===== config.mk =====
export PLATFORM = sky130hd
export DESIGN_NAME = scsc_clock_ctrl
export DESIGN_NICKNAME = d
export VERILOG_FILES = /design/src/scsc_pkg.sv /design/src/scsc_clock_ctrl.sv /design/src/scsc_osc_divider.sv /design/src/scsc_settle_timer.sv
export SDC_FILE = /design/constraint.sdc
export NUM_CORES = 1
export LEC_CHECK = 0
export BUFFER_PORTS_ARGS = -buffer_cell sky130_fd_sc_hd__buf_2
export CAP_MARGIN = 20
export CORE_ASPECT_RATIO = 1.5
export CORE_UTILIZATION = 25
export DETAILED_ROUTE_END_ITERATION = 10
export PLACE_DENSITY = 0.56
export SETUP_SLACK_MARGIN = 0.2
export SYNTH_ARGS = -nofsm -noshare
export SYNTH_HDL_FRONTEND = slang
export SYNTH_SLANG_ARGS = --single-unit

===== constraint.sdc =====
create_clock -name clk_sys -period 5.4 [get_ports clk_sys]
set_clock_uncertainty 0.15 [all_clocks]
set_input_delay 0.54 -clock clk_sys [delete_from_list [all_inputs] [get_ports clk_sys]]
set_output_delay 0.54 -clock clk_sys [all_outputs]
set_load 0.01 [all_outputs]

===== src/scsc_pkg.sv =====
// shared constants and types of the system clock and standby control block
`default_nettype none
package scsc_pkg;

  // ==========================================================================
  // register map
  localparam logic [15:0] SCSC_ADDR_STANDBY = 16'hffc0;
  localparam logic [15:0] SCSC_ADDR_OSC = 16'hffcf;
  localparam logic [7:0] SCSC_STANDBY_RESET = 8'h30;
  localparam logic [5:0] SCSC_STANDBY_FIXED = 6'h0c;
  localparam logic [7:0] SCSC_OSC_RESET = 8'h00;
  localparam int SCSC_HALT_BIT = 0;
  localparam int SCSC_STOP_BIT = 1;
  localparam int SCSC_EXTERNAL_CLOCK_SELECT_BIT = 7;
  localparam int SCSC_CODE_LSB = 0;
  localparam int SCSC_CODE_W = 3;

  // ==========================================================================
  // timing
  localparam int SCSC_SYNC_STAGES = 2;
  localparam int SCSC_SETTLE_BASE_LOG2 = 12;
  localparam int SCSC_SETTLE_CNT_W = 20;
  localparam int SCSC_RET_ADDR_W = 20;

  // ==========================================================================
  // types
  typedef enum logic [1:0] {
    SCSC_MODE_NORMAL = 2'b00,
    SCSC_MODE_HALT = 2'b01,
    SCSC_MODE_STOP = 2'b10,
    SCSC_MODE_IDLE = 2'b11
  } scsc_mode_t;

  typedef enum logic [1:0] {
    SCSC_ACC_BYTE = 2'b00,
    SCSC_ACC_BIT = 2'b01,
    SCSC_ACC_WORD = 2'b10,
    SCSC_ACC_PROT_MOVE = 2'b11
  } scsc_acc_t;

  typedef struct packed {
    logic wr;
    logic rd;
    scsc_acc_t kind;
    logic [15:0] addr;
    logic [7:0] wdata;
    logic [7:0] opByte3;
    logic [7:0] opByte4;
    logic [SCSC_RET_ADDR_W-1:0] instrAddr;
  } scsc_sfr_req_t;

  // length of the stabilisation wait in system clocks for a given code
  function automatic logic [SCSC_SETTLE_CNT_W-1:0] scsc_settle_len(
    input int baseLog2,
    input logic [SCSC_CODE_W-1:0] code
  );
    logic [SCSC_SETTLE_CNT_W-1:0] one;
    one = {{(SCSC_SETTLE_CNT_W-1){1'b0}}, 1'b1};
    return one << (baseLog2 + int'(code));
  endfunction

endpackage
`default_nettype wire


===== src/scsc_clock_ctrl.sv =====
// system clock generator with protected standby control and oscillator control
// ==========================================================================
`timescale 1ns/100ps
`default_nettype none
module scsc_clock_ctrl
  import scsc_pkg::*;
#(
  parameter int SETTLE_BASE_LOG2 = SCSC_SETTLE_BASE_LOG2
) (
  input wire logic clk_sys,
  input wire logic rst,
  input wire scsc_sfr_req_t sfrReq,
  input wire logic nmiEdge,
  input wire logic oscInputPin,
  input wire logic oscReturnPin,
  output logic [7:0] sfrRdata,
  output logic opErrIrq,
  output logic [SCSC_RET_ADDR_W-1:0] opErrRetAddr,
  output logic oscAmpEnable,
  output logic sysClk,
  output logic haltMode,
  output logic idleMode,
  output logic stopMode,
  output logic settleBusy
);

  // ==========================================================================
  // state
  typedef struct packed {
    scsc_mode_t mode;
    logic external_clock_select;
    logic [SCSC_CODE_W-1:0] settleCode;
    logic [7:0] rdata;
    logic opErr;
    logic [SCSC_RET_ADDR_W-1:0] errAddr;
    logic ampEn;
    logic settling;
    logic settleStart;
    logic clkHold;
    logic haltOut;
    logic idleOut;
    logic stopOut;
  } scsc_state_t;

  localparam scsc_state_t STATE_RESET = '{
    mode: scsc_mode_t'(SCSC_STANDBY_RESET[1:0]),
    external_clock_select: SCSC_OSC_RESET[SCSC_EXTERNAL_CLOCK_SELECT_BIT],
    settleCode: SCSC_OSC_RESET[SCSC_CODE_W-1:0],
    rdata: 8'h00,
    opErr: 1'b0,
    errAddr: '0,
    ampEn: 1'b1,
    settling: 1'b0,
    settleStart: 1'b0,
    clkHold: 1'b0,
    haltOut: SCSC_STANDBY_RESET[1:0] == SCSC_MODE_HALT,
    idleOut: SCSC_STANDBY_RESET[1:0] == SCSC_MODE_IDLE,
    stopOut: SCSC_STANDBY_RESET[1:0] == SCSC_MODE_STOP
  };

  scsc_state_t s;
  scsc_state_t next_s;
  logic timerBusy;
  logic timerDone;

  // ==========================================================================
  // access decode
  logic hitStandby;
  logic hitOsc;
  logic protMove;
  logic complementOk;
  logic [7:0] standbyView;
  logic [7:0] oscView;
  logic oscByteAcc;

  assign hitStandby = sfrReq.addr == SCSC_ADDR_STANDBY;
  assign hitOsc = sfrReq.addr == SCSC_ADDR_OSC;
  assign protMove = sfrReq.wr && hitStandby && sfrReq.kind == SCSC_ACC_PROT_MOVE;
  assign complementOk = sfrReq.opByte3 == ~sfrReq.opByte4;
  assign standbyView = {SCSC_STANDBY_FIXED, s.mode};
  assign oscView = {s.external_clock_select, 4'h0, s.settleCode};
  assign oscByteAcc = hitOsc && sfrReq.kind == SCSC_ACC_BYTE;

  // stop decode is shared by the hold, amplifier, wake and output paths
  function automatic logic isStop(input scsc_mode_t m);
    return m == SCSC_MODE_STOP;
  endfunction

  // ==========================================================================
  // next state
  always_comb begin
    next_s = s;
    next_s.opErr = 1'b0;
    next_s.settleStart = 1'b0;

    if (protMove) begin
      if (complementOk) begin
        next_s.mode = scsc_mode_t'(sfrReq.wdata[1:0]);
      end else begin
        // error return points back at the faulting move itself
        next_s.opErr = 1'b1;
        next_s.errAddr = sfrReq.instrAddr;
      end
    end
    // other write kinds to the standby register fall through untouched

    if (sfrReq.wr && oscByteAcc) begin
      next_s.external_clock_select = sfrReq.wdata[SCSC_EXTERNAL_CLOCK_SELECT_BIT];
      next_s.settleCode = sfrReq.wdata[SCSC_CODE_LSB +: SCSC_CODE_W];
    end

    // nmi release overrides a same-cycle standby write, the wake must not be lost
    if (isStop(s.mode) && nmiEdge) begin
      next_s.mode = SCSC_MODE_NORMAL;
      next_s.settling = 1'b1;
      next_s.settleStart = 1'b1;
    end else if (timerDone) begin
      next_s.settling = 1'b0;
    end

    if (sfrReq.rd) begin
      if (hitStandby) begin
        next_s.rdata = standbyView;
      end else if (oscByteAcc) begin
        next_s.rdata = oscView;
      end else begin
        next_s.rdata = 8'h00;
      end
    end

    // amplifier off in STOP, and off when the return pin carries the clock
    next_s.ampEn = !isStop(next_s.mode) && !next_s.external_clock_select;
    next_s.clkHold = isStop(next_s.mode) || next_s.settling;
    // decoded mode lines leave from flops, in step with the mode bits
    next_s.haltOut = next_s.mode == SCSC_MODE_HALT;
    next_s.idleOut = next_s.mode == SCSC_MODE_IDLE;
    next_s.stopOut = isStop(next_s.mode);
  end

  always_ff @(posedge clk_sys) begin
    if (rst) begin
      s <= STATE_RESET;
    end else begin
      s <= next_s;
    end
  end

  // ==========================================================================
  // sub blocks
  scsc_osc_divider u_div (
    .clk_sys(clk_sys),
    .rst(rst),
    .oscInputPin(oscInputPin),
    .oscReturnPin(oscReturnPin),
    .useReturnPin(s.external_clock_select),
    .clkHold(s.clkHold),
    .sysClk(sysClk)
  );

  scsc_settle_timer #(
    .BASE_LOG2(SETTLE_BASE_LOG2)
  ) u_settle (
    .clk_sys(clk_sys),
    .rst(rst),
    .start(s.settleStart),
    .code(s.settleCode),
    .busy(timerBusy),
    .done(timerDone)
  );

  // ==========================================================================
  // outputs
  assign sfrRdata = s.rdata;
  assign opErrIrq = s.opErr;
  assign opErrRetAddr = s.errAddr;
  assign oscAmpEnable = s.ampEn;
  assign haltMode = s.haltOut;
  assign idleMode = s.idleOut;
  assign stopMode = s.stopOut;
  assign settleBusy = s.settling;
endmodule
`default_nettype wire


===== src/scsc_osc_divider.sv =====
// oscillator pin synchroniser, source select and divide-by-two stage
`timescale 1ns/100ps
`default_nettype none
module scsc_osc_divider
  import scsc_pkg::*;
(
  input wire logic clk_sys,
  input wire logic rst,
  input wire logic oscInputPin,
  input wire logic oscReturnPin,
  input wire logic useReturnPin,
  input wire logic clkHold,
  output logic sysClk
);

  logic [SCSC_SYNC_STAGES-1:0] syncIn;
  logic [SCSC_SYNC_STAGES-1:0] syncRet;
  logic prevSel;
  logic selNow;
  logic riseSel;

  // second stage only feeds the select and edge logic
  assign selNow = useReturnPin ? syncRet[SCSC_SYNC_STAGES-1] : syncIn[SCSC_SYNC_STAGES-1];
  assign riseSel = selNow && !prevSel;

  always_ff @(posedge clk_sys) begin
    if (rst) begin
      syncIn <= '0;
      syncRet <= '0;
      prevSel <= 1'b0;
      sysClk <= 1'b0;
    end else begin
      syncIn <= {syncIn[SCSC_SYNC_STAGES-2:0], oscInputPin};
      syncRet <= {syncRet[SCSC_SYNC_STAGES-2:0], oscReturnPin};
      prevSel <= selNow;
      if (riseSel && !clkHold) begin
        sysClk <= !sysClk;
      end
    end
  end
endmodule
`default_nettype wire


===== src/scsc_settle_timer.sv =====
// oscillation stabilisation wait timer
`timescale 1ns/100ps
`default_nettype none
module scsc_settle_timer
  import scsc_pkg::*;
#(
  parameter int BASE_LOG2 = SCSC_SETTLE_BASE_LOG2
) (
  input wire logic clk_sys,
  input wire logic rst,
  input wire logic start,
  input wire logic [SCSC_CODE_W-1:0] code,
  output logic busy,
  output logic done
);

  logic [SCSC_SETTLE_CNT_W-1:0] remain;

  always_ff @(posedge clk_sys) begin
    if (rst) begin
      remain <= '0;
      busy <= 1'b0;
      done <= 1'b0;
    end else begin
      done <= 1'b0;
      if (start) begin
        remain <= scsc_settle_len(BASE_LOG2, code) - 1'b1;
        busy <= 1'b1;
      end else if (busy) begin
        if (remain == '0) begin
          busy <= 1'b0;
          done <= 1'b1;
        end else begin
          remain <= remain - 1'b1;
        end
      end
    end
  end
endmodule
`default_nettype wire


* Word-level counts from Yosys, hierarchy flattened
Cells that the tools add are included.
** Word-level totals
- Logic and storage cells :: 76
- Input port bits :: 69
- Register bits after elaboration :: 70
** Operators by class
- Multiplexer cells :: 18
- Equal/unequal tests :: 9
- Reduce and logical (&&, ||, !) cells :: 21
- Add/subtract/negate cells :: 3
- Bitwise gates (word level) :: 4
- Shift operators :: 1
** Operator list (number)
- $mux W20 :: 3
- $sub A20 B1 Y20 const B :: 2
- $eq A16 B16 Y1 const B :: 2
- $shl A1 B32 Y20 const A :: 1
- $mux W21 :: 1
- $logic_not A20 Y1 :: 1
- $mux W8 :: 2
- $eq A2 B2 Y1 const B :: 4
- $eq A8 B8 Y1 :: 1
- $logic_and A1 B1 Y1 :: 8
- $mux W1 :: 8
- $not A8 Y8 :: 1
- $mux W2 :: 3
- $add A4 B3 Y5 const A :: 1
- $logic_not A1 Y1 :: 5
- $mux W4 :: 1
- $reduce_and A2 Y1 :: 2
- $not A1 Y1 :: 3
- $reduce_or A3 Y1 :: 1
- $eq A2 B1 Y1 const B :: 1
- $logic_not A2 Y1 :: 1
- $ne A2 B2 Y1 const B :: 1
- $reduce_bool A2 Y1 :: 1
- $reduce_or A2 Y1 :: 1
- $logic_or A1 B1 Y1 :: 1

* Depth between registers and ports, before layout
Gate-level depths: netlist of the first run.
- Depth after elaboration :: 8
- Depth in mapped cells :: 10

* Cells and area by module
From an unflattened synthesis of the first run, not the netlist that was laid out.
** Second synthesis, totals
- Cells, all modules :: 373
- Area total of the unflattened synthesis :: 3423.3 um^2
** By module, submodules not included
- scsc_clock_ctrl :: seq. area each 780.7 um^2, instances 1, cells each 188, area each 1853.0 um^2
- scsc_settle_timer :: seq. area each 440.4 um^2, instances 1, cells each 170, area each 1391.3 um^2
- scsc_osc_divider :: seq. area each 120.1 um^2, instances 1, cells each 15, area each 178.9 um^2

* Worst setup path before layout of the first run
Ideal clock, no wire load.
- Path kind :: input to register
- Start :: input port sfrReq[44] in the netlist's numbering
- End :: register s (netlist bit opErrRetAddr[0])
- Slack :: 2.909 ns
- Library setup time :: 0.128 ns
- Stages :: 6
- Arrival time :: 2.213 ns
- Buffers on the path :: 1
- Path through :: or4_1 -> or4_1 -> a211oi_1 -> buf_2 -> mux2i_1 -> nor2_1
** On the way
- Word-level cells in the longest chain between the ends :: 4
** Ends and longest elaborated chain
- start, declared :: line scsc_clock_ctrl.sv:12 : input wire scsc_sfr_req_t sfrReq,
- $eq A16 B16 Y1 :: line scsc_clock_ctrl.sv:76 : assign hitStandby = sfrReq.addr == SCSC_ADDR_STANDBY;
- $logic_and A1 B1 Y1 (2 in series) :: line scsc_clock_ctrl.sv:78 : assign protMove = sfrReq.wr && hitStandby && sfrReq.kind == SCSC_ACC_PROT_MOVE;
- $reduce_and A2 Y1 (no line)
- end signal, assigned :: line scsc_clock_ctrl.sv:144 : s <= next_s;
- end, declared :: line scsc_clock_ctrl.sv:61 : scsc_state_t s;
No other way between the ends.
A chain may end at the register's enable or synchronous reset.

* Final worst setup path of the first run
- Start :: register s[4] in the netlist's numbering
- End :: register u_settle.remain[8]
** On the way
- Word-level cells in the longest chain between the ends :: 2
- Elaborated cells between the ends (all ways) :: 4
- Classes of those cells :: 1 x eq/ne; 1 x mux; 2 x reduce/logical
** Ends and longest elaborated chain
- $ne A2 B2 Y1 (no line) / $reduce_bool A2 Y1 (equally long branches)
- $reduce_and A2 Y1 (no line)
- end signal, assigned :: line scsc_settle_timer.sv:27 : remain <= scsc_settle_len(BASE_LOG2, code) - 1'b1;
- end signal, assigned :: line scsc_settle_timer.sv:34 : remain <= remain - 1'b1;
- end, declared :: line scsc_settle_timer.sv:17 : logic [SCSC_SETTLE_CNT_W-1:0] remain;
Parallel ways exist; a longest one is shown, timed or not.

==> summary.txt, run 1 <==
Detailed routing
  – 1st-iter DRT viols: 237
  – DRT Pass-1 Iters: 4
  – Vias/cell: just under 5
  – Antenna Nets Post-Route: 0
  – Residual DRC: 0
  – Drt wl/cell: 13.5 µm
  – Total routed wirelength: 8200 µm
  – Vias: 2961

Power and ir drop
  – Int Pwr: 941 µW
  – Combinational share of power: 0.044
  – Sw frac: 0.201
  – Reg power frac: 0.423
  – Static leakage: 1.68 nW
  – Cell Pwr Density: about 280 mW/mm²
  – Clock Power Share: 0.533
  – VDD IR max: ~0.15 mV
  – Pwr Total: 1.18 mW
  – Psw: 236 µW

Worst setup path
  – FF-to-FF setup slack: 1.95 ns
  – Worst Reg-to-Reg Cells: 7
  – Reg2reg end: u_settle.remain[8]
  – Reg-to-reg startpoint: s[4]
  – Slowest CP cell: dfxtp_1
  – Setup crit start kind: flop
  – Worst path required time: 5.43 ns
  – Max incr delay on CP: 0.86 ns
  – Most frequent CP cell: nand2_1
  – CP arrival: 3.48 ns
  – Critical path, cell by cell: inv_1, nand2_1, ha_1, nand2_1, a2111oi_0, nor2b_1, o32ai_1
  – Critical-path maximum fanout: 24
  – Worst setup path class: flop to flop
  – Worst Setup End Kind: flop

Finish
  – Share of layout cells above drive strength 1: 0.277
  – # nets final: 512
  – # fillers: between 1k and 1.5k
  – Fin cells: 606
  – Number of diodes: 0
  – Most frequent cells in the layout: buf_2, dfxtp_1, nor2_1, mux2i_1, a21oi_1
  – Register area: 0.00134 mm²
  – Synth-to-Final Area Change: 22.1%
  – Multi-input gate area: 0.00175 mm²
  – Most common cell after layout, fill and taps aside: buf_2

Timing
  – Fin crit period: 3.45 ns
  – RSZ-0062 raised after global routing: no
  – Top achievable clock speed: 290 MHz
  – Endpoints failing setup: 0
  – Worst hold margin: 0.280 ns
  – Final period util: 0.640
  – Worst-margin pin slew: slightly below 0.9 ns
  – Post-Route Setup TNS: 0 ns
  – Final Max Tran Viols: 0
  – Final hold vios: 0
  – Worst rel slew slack: 0.408

Clock network
  – CTS clk-pin slew, worst paths: approximately 0.05 ns
  – CTS tree: done
  – # clock sinks: 67
  – CTS H-tree depth: 3
  – Clock buffer depth: 2
  – CTS Root Cell: clkbuf_16
  – # hold bufs at CTS: 0
  – Postcts setup bufs: 0
  – Resize count post-CTS: 0
  – Clk_lat worst skew: roughly 0.33 ns
  – CTS buffer count: 9

Synth
  – Yosys reg bits: 67
  – Post-Syn Instances: between 300 and 400
  – Post-synthesis mux area share: 0.0861
  – Post-synthesis adder-cell area fraction: 0.00370
  – Mean Syn Cell Area: 8.93 µm²
  – Commonest register cell after synthesis: dfxtp_1
  – Async S/R FF share, synth: 0
  – Library cells used by synthesis: between 50 and 60
  – Synth Warn #: 0
  – Post-synthesis xor/xnor area fraction: 0.0466
  – Sequential share of the synthesized area: 0.396
  – Post-synth EDFFs: 0
  – Post-synthesis simple-gate area fraction: 0.234
  – Compound-Gate Fraction of Synth Area: 0.139
  – Mapped cell area: 0.00339 mm²
  – Main combinational cell family by area after synthesis: simple AND/OR/NAND/NOR gates

Global route
  – Total GRT Usage: 0.119
  – Largest net degree at the start of global routing: 65
  – Global-route congestion overflow total: 0
  – First-pass GRT wire length: between 10000 and 15000 µm
  – Initial antenna violation count: 0
  – Vias in the first global route: roughly 2.8k

Worst hold path
  – Hold Crit Class: input pin to flop
  – Worst hold path depth: 2
  – Hold path endpoint: u_div.syncRet[0]
  – Worst Min Path Start: oscReturnPin

Floorplanning
  – Initial core utilization: 0.259
  – Std cell rows: 51
  – Core Area: between 0.01 and 0.015 mm²
  – Die Area: 0.0140 mm²
  – Die height: 145 µm
  – Die W: 97.0 µm
  – IO Count: 104

Placed design
  – Placed insts: 590
  – Post-DP HPWL: 6020 µm
  – I/O Buffers: slightly below 100
  – RePlAce Congestion: 0.856

Flow run
  – Max Cap Violations: 0

Status
  – Status: finished, final reports clean
==> synth_stat cells (all sizes together) (8+ instances only) <==
library cell,instances,area (µm²)
a211oi,8,65.1
a21oi,24,120
buf,39,255
clkbuf,9,33.8
dfxtp,67,1340
mux2i,28,280
nand2,15,56.3
nand2b,11,68.8
nand3,10,50.1
nor2,40,150
nor3,13,65.1
nor4,11,90.1
or4,12,97.6
xnor2,15,131
==> power groups by stage <==
stage | Sequential [mW] | Combinational (mW) | Clock [mW]
after detailed placement | 0.509 | 0.0529 | 0
after global routing | 0.498 | 0.0583 | 0.659
after CTS | 0.498 | 0.0530 | 0.641
after floorplan | 0.509 | 0.0237 | 0
after global placement | 0.509 | 0.0517 | 0
final | 0.498 | 0.0521 | 0.627
==> routing by layer <==
layer / global-route usage / up-vias / part of all wire
li1: - / 1463 / -
met1: 0.124 / 1390 / 0.38
met2: 0.221 / 92 / 0.55
met3: 0.0304 / 16 / 0.045
met4: 0.0621 / 0 / 0.025
met5: 0 / - / 0
==> metrics by stage <==
step                setup WS (ns)  cell area (µm²)  utilization
finish                       1.95             4130        0.316
global route                 1.73             4130        0.316
CTS                          1.97             4130        0.316
detailed placement           2.00             3810        0.291
global placement             2.05             3810        0.291
floorplan                    2.91             3390            -
==> final cells by class <==
class	instances	share of cell area
multi-input cells	258	0.422
flip-flops and latches	67	0.325
repair buffers	99	0.121
clock buffers	12	0.0596
well taps	159	0.0481
clock inverters	4	0.0179
inverters	7	0.00636
==> how the worst max path moves through the flow <==
| stage | end | from | cells past startpoint |
|---|---|---|---|
| after CTS | u_settle.remain[8] | s[4] | 7 |
| after global placement | u_settle.remain[8] | s[4] | 7 |
| after global routing | u_settle.remain[8] | s[4] | 7 |
| after floorplan | opErrRetAddr[0] | sfrReq[44] | 6 |
| final | u_settle.remain[8] | s[4] | 7 |
| after detailed placement | u_settle.remain[8] | s[4] | 7 |
==> cell families after synthesis <==
kind of cell | count (synthesis)
compound gates | 68
xor+xnor | 18
fa+ha+maj | 1
buf+inv | 55
flops | 67
mux | 29
other cells | 1
simple gates | 140
==> state kept, by name, summed over array words and instances, names as in the netlist, 2 cells and up <==
register and cells:
u_div.syncRet 2, opErrRetAddr 20, sfrRdata 5, u_settle.remain 20, s 4, oscView 4
u_div.syncIn 2
==> critical path, delay by kind of cell (launching register included) <==
kind / cells / cell delay [ns]
flops: 1 / 0.86
compound gates: 2 / 0.67
simple gates: 3 / 0.61
buf+inv: 1 / 0.57
fa+ha+maj: 1 / 0.45
No activity file was read; power rests on OpenSTA's default activity.
==> run 2: changes to the inputs <==
==> constraint.sdc (replaced) <==
create_clock -name clk_sys -period 3.5 [get_ports clk_sys]
set_clock_uncertainty 0.15 [all_clocks]
set_input_delay 0.35 -clock clk_sys [delete_from_list [all_inputs] [get_ports clk_sys]]
set_output_delay 0.35 -clock clk_sys [all_outputs]
set_load 0.01 [all_outputs]
==> run 2 against run 1 <==
Core utilization increased by 0.28 points. Clock power up 58%. Final cell count is 0.50% higher. Non-clock buffer count grew 4. Critical path depth is 2 lower. Maximum frequency increased by 26%. Global-route usage increased by 0.069 points. Flip-flop and latch count stayed put. Power is 56% higher. Setup slack worse by 1.2 ns. Critical path type unchanged. Via count is 1.2% lower. Clock-buffer cell count shrank 1.
==> summary.txt, run 2 (synthesis gave the netlist of run 1 again) <==
Status
  – Status: finished, final reports clean (unchanged)

Timing
  – Final Max Tran Viols: 0 (unchanged)
  – Final hold vios: 0 (unchanged)
  – Endpoints failing setup: 0 (unchanged)
  – Final period util: 0.782 (was 0.640)
  – Worst-margin pin slew: 0.860 ns (was 0.881 ns)
  – RSZ-0062 raised after global routing: no (unchanged)
  – Top achievable clock speed: 365 MHz (was 290 MHz)
  – Fin crit period: 2.74 ns (was 3.45 ns)
  – Worst rel slew slack: 0.422 (was 0.408)
  – Post-Route Setup TNS: 0 ns (unchanged)

Finish
  – Register area: 0.00134 mm² (unchanged)
  – # nets final: 516 (was 512)
  – Most frequent cells in the layout: buf_2, dfxtp_1, nor2_1, mux2i_1, a21oi_1 (unchanged)
  – Share of layout cells above drive strength 1: 0.287 (was 0.277)
  – Multi-input gate area: 0.00175 mm² (unchanged)
  – Most common cell after layout, fill and taps aside: buf_2 (unchanged)
  – Number of diodes: 0 (unchanged)
  – Synth-to-Final Area Change: 23.1% (was 22.1%)
  – # fillers: 1365 (was 1373)

Floorplanning
  – Die height: 145 µm (unchanged)
  – Die W: 97.0 µm (unchanged)
  – Core Area: 0.0131 mm² (unchanged)
  – IO Count: 104 (unchanged)
  – Die Area: 0.0140 mm² (unchanged)
  – Std cell rows: 51 (unchanged)
  – Initial core utilization: 0.259 (unchanged)

Global route
  – Global-route congestion overflow total: 0 (unchanged)
  – Total GRT Usage: 0.120 (was 0.119)
  – Vias in the first global route: 2906 (was 2791)
  – First-pass GRT wire length: 13400 µm (about the same)
  – Initial antenna violation count: 0 (unchanged)
  – Largest net degree at the start of global routing: 51 (was 65)

Power and ir drop
  – Int Pwr: 1.47 mW (was 941 µW)
  – Clock Power Share: 0.538 (was 0.533)
  – Combinational share of power: 0.043 (was 0.044)
  – Static leakage: 1.71 nW (was 1.68 nW)
  – Sw frac: 0.201 (about the same)
  – Pwr Total: 1.84 mW (was 1.18 mW)
  – Psw: 370 µW (was 236 µW)
  – Reg power frac: 0.419 (was 0.423)
  – VDD IR max: 0.234 mV (was 0.148 mV)
  – Cell Pwr Density: 441 mW/mm² (was 285 mW/mm²)

Placed design
  – I/O Buffers: 97 (unchanged)
  – RePlAce Congestion: 0.831 (was 0.856)
  – Post-DP HPWL: 6060 µm (was 6020 µm)

Detailed routing
  – Vias/cell: 4.80 (was 4.89)
  – Residual DRC: 0 (unchanged)
  – Antenna Nets Post-Route: 0 (unchanged)
  – Drt wl/cell: 13.3 µm (was 13.5 µm)
  – Vias: 2925 (was 2961)
  – Total routed wirelength: 8110 µm (was 8200 µm)
  – DRT Pass-1 Iters: 4 (unchanged)
  – 1st-iter DRT viols: 131 (was 237)

Worst hold path
  – Hold Crit Class: input pin to flop (unchanged)

Clock network
  – CTS buffer count: 9 (unchanged)
  – CTS clk-pin slew, worst paths: 0.05 ns (about the same)
  – # clock sinks: 67 (unchanged)
  – Clock buffer depth: 2 (unchanged)
  – CTS Root Cell: clkbuf_16 (unchanged)
  – Postcts setup bufs: 0 (unchanged)
  – # hold bufs at CTS: 0 (unchanged)
  – Resize count post-CTS: 0 (unchanged)
  – CTS H-tree depth: 3 (unchanged)
  – Clk_lat worst skew: 0.33 ns (about the same)
  – CTS tree: done (unchanged)

Worst setup path
  – CP arrival: 2.81 ns (was 3.48 ns)
  – Setup crit start kind: flop (unchanged)
  – Worst setup path class: flop to flop (unchanged)
  – Worst Setup End Kind: flop (unchanged)
  – Critical-path maximum fanout: 9 (was 24)
  – Worst path required time: 3.57 ns (was 5.43 ns)

Flow run
  – Max Cap Violations: 0 (unchanged)
==> run 2: changes by cell type in the layout (fill, tap and decap cells not counted), sizes merged <==
cell / before / now
buf: 99 / 103
clkbuf: 12 / 11
==> run 2: layout make-up <==
cell class / instances / share of cell area
clock buffers: 11 / 0.0606
multi-input cells: 258 / 0.419
repair buffers: 103 / 0.127
well taps: 159 / 0.0477
flip-flops and latches: 67 / 0.322
clock inverters: 4 / 0.0177
inverters: 7 / 0.00630
==> run 2: power groups by stage <==
stage / Combinational (mW) / Clock [mW] / Sequential [mW]
after floorplan: 0.0365 / 0 / 0.785
after global placement: 0.0794 / 0 / 0.785
after detailed placement: 0.0811 / 0 / 0.785
after CTS: 0.0814 / 1.01 / 0.769
after global routing: 0.0896 / 1.04 / 0.769
final: 0.0797 / 0.988 / 0.769
==> run 2: stage by stage <==
step	setup WS, ns	utilization	hold slack, ns	instance area (µm²)	cells
floorplan	1.03	-	0.264	3390	380
global placement	0.782	0.294	0.265	3840	594
detailed placement	0.785	0.294	0.282	3840	594
CTS	0.773	0.319	0.0637	4170	609
global route	0.638	0.319	0.0811	4170	609
finish	0.763	0.319	0.0716	4170	609
==> run 2: worst max-delay path: stages, from the launching register on <==
cell and delay, ns:
dfxtp_1 0.36, or4_1 0.64, nor4_4 0.61, a32oi_2 0.39
nor2b_1 0.28, a21o_1 0.20
==> run 2: worst paths after layout <==
kind | from | to | slack (ns) | cells past startpoint
worst max register to register | u_settle.remain[10] | u_settle.remain[15] | 0.76 | 5
worst min-delay path | oscInputPin | u_div.syncIn[0] | 0.07 | 2
worst min register to register | u_div.syncRet[0] | u_div.syncRet[1] | 0.29 | 1
worst max-delay path | u_settle.remain[10] | u_settle.remain[15] | 0.76 | 5
==> run 2: metal layers <==
| metal | track usage | vias up | wire length [µm] |
|---|---|---|---|
| li1 | - | 1470 | - |
| met1 | 0.125 | 1350 | 3170 |
| met2 | 0.225 | 92 | 4370 |
| met3 | 0.0232 | 13 | 361 |
| met4 | 0.0683 | 0 | 208 |
| met5 | 0 | - | 0 |
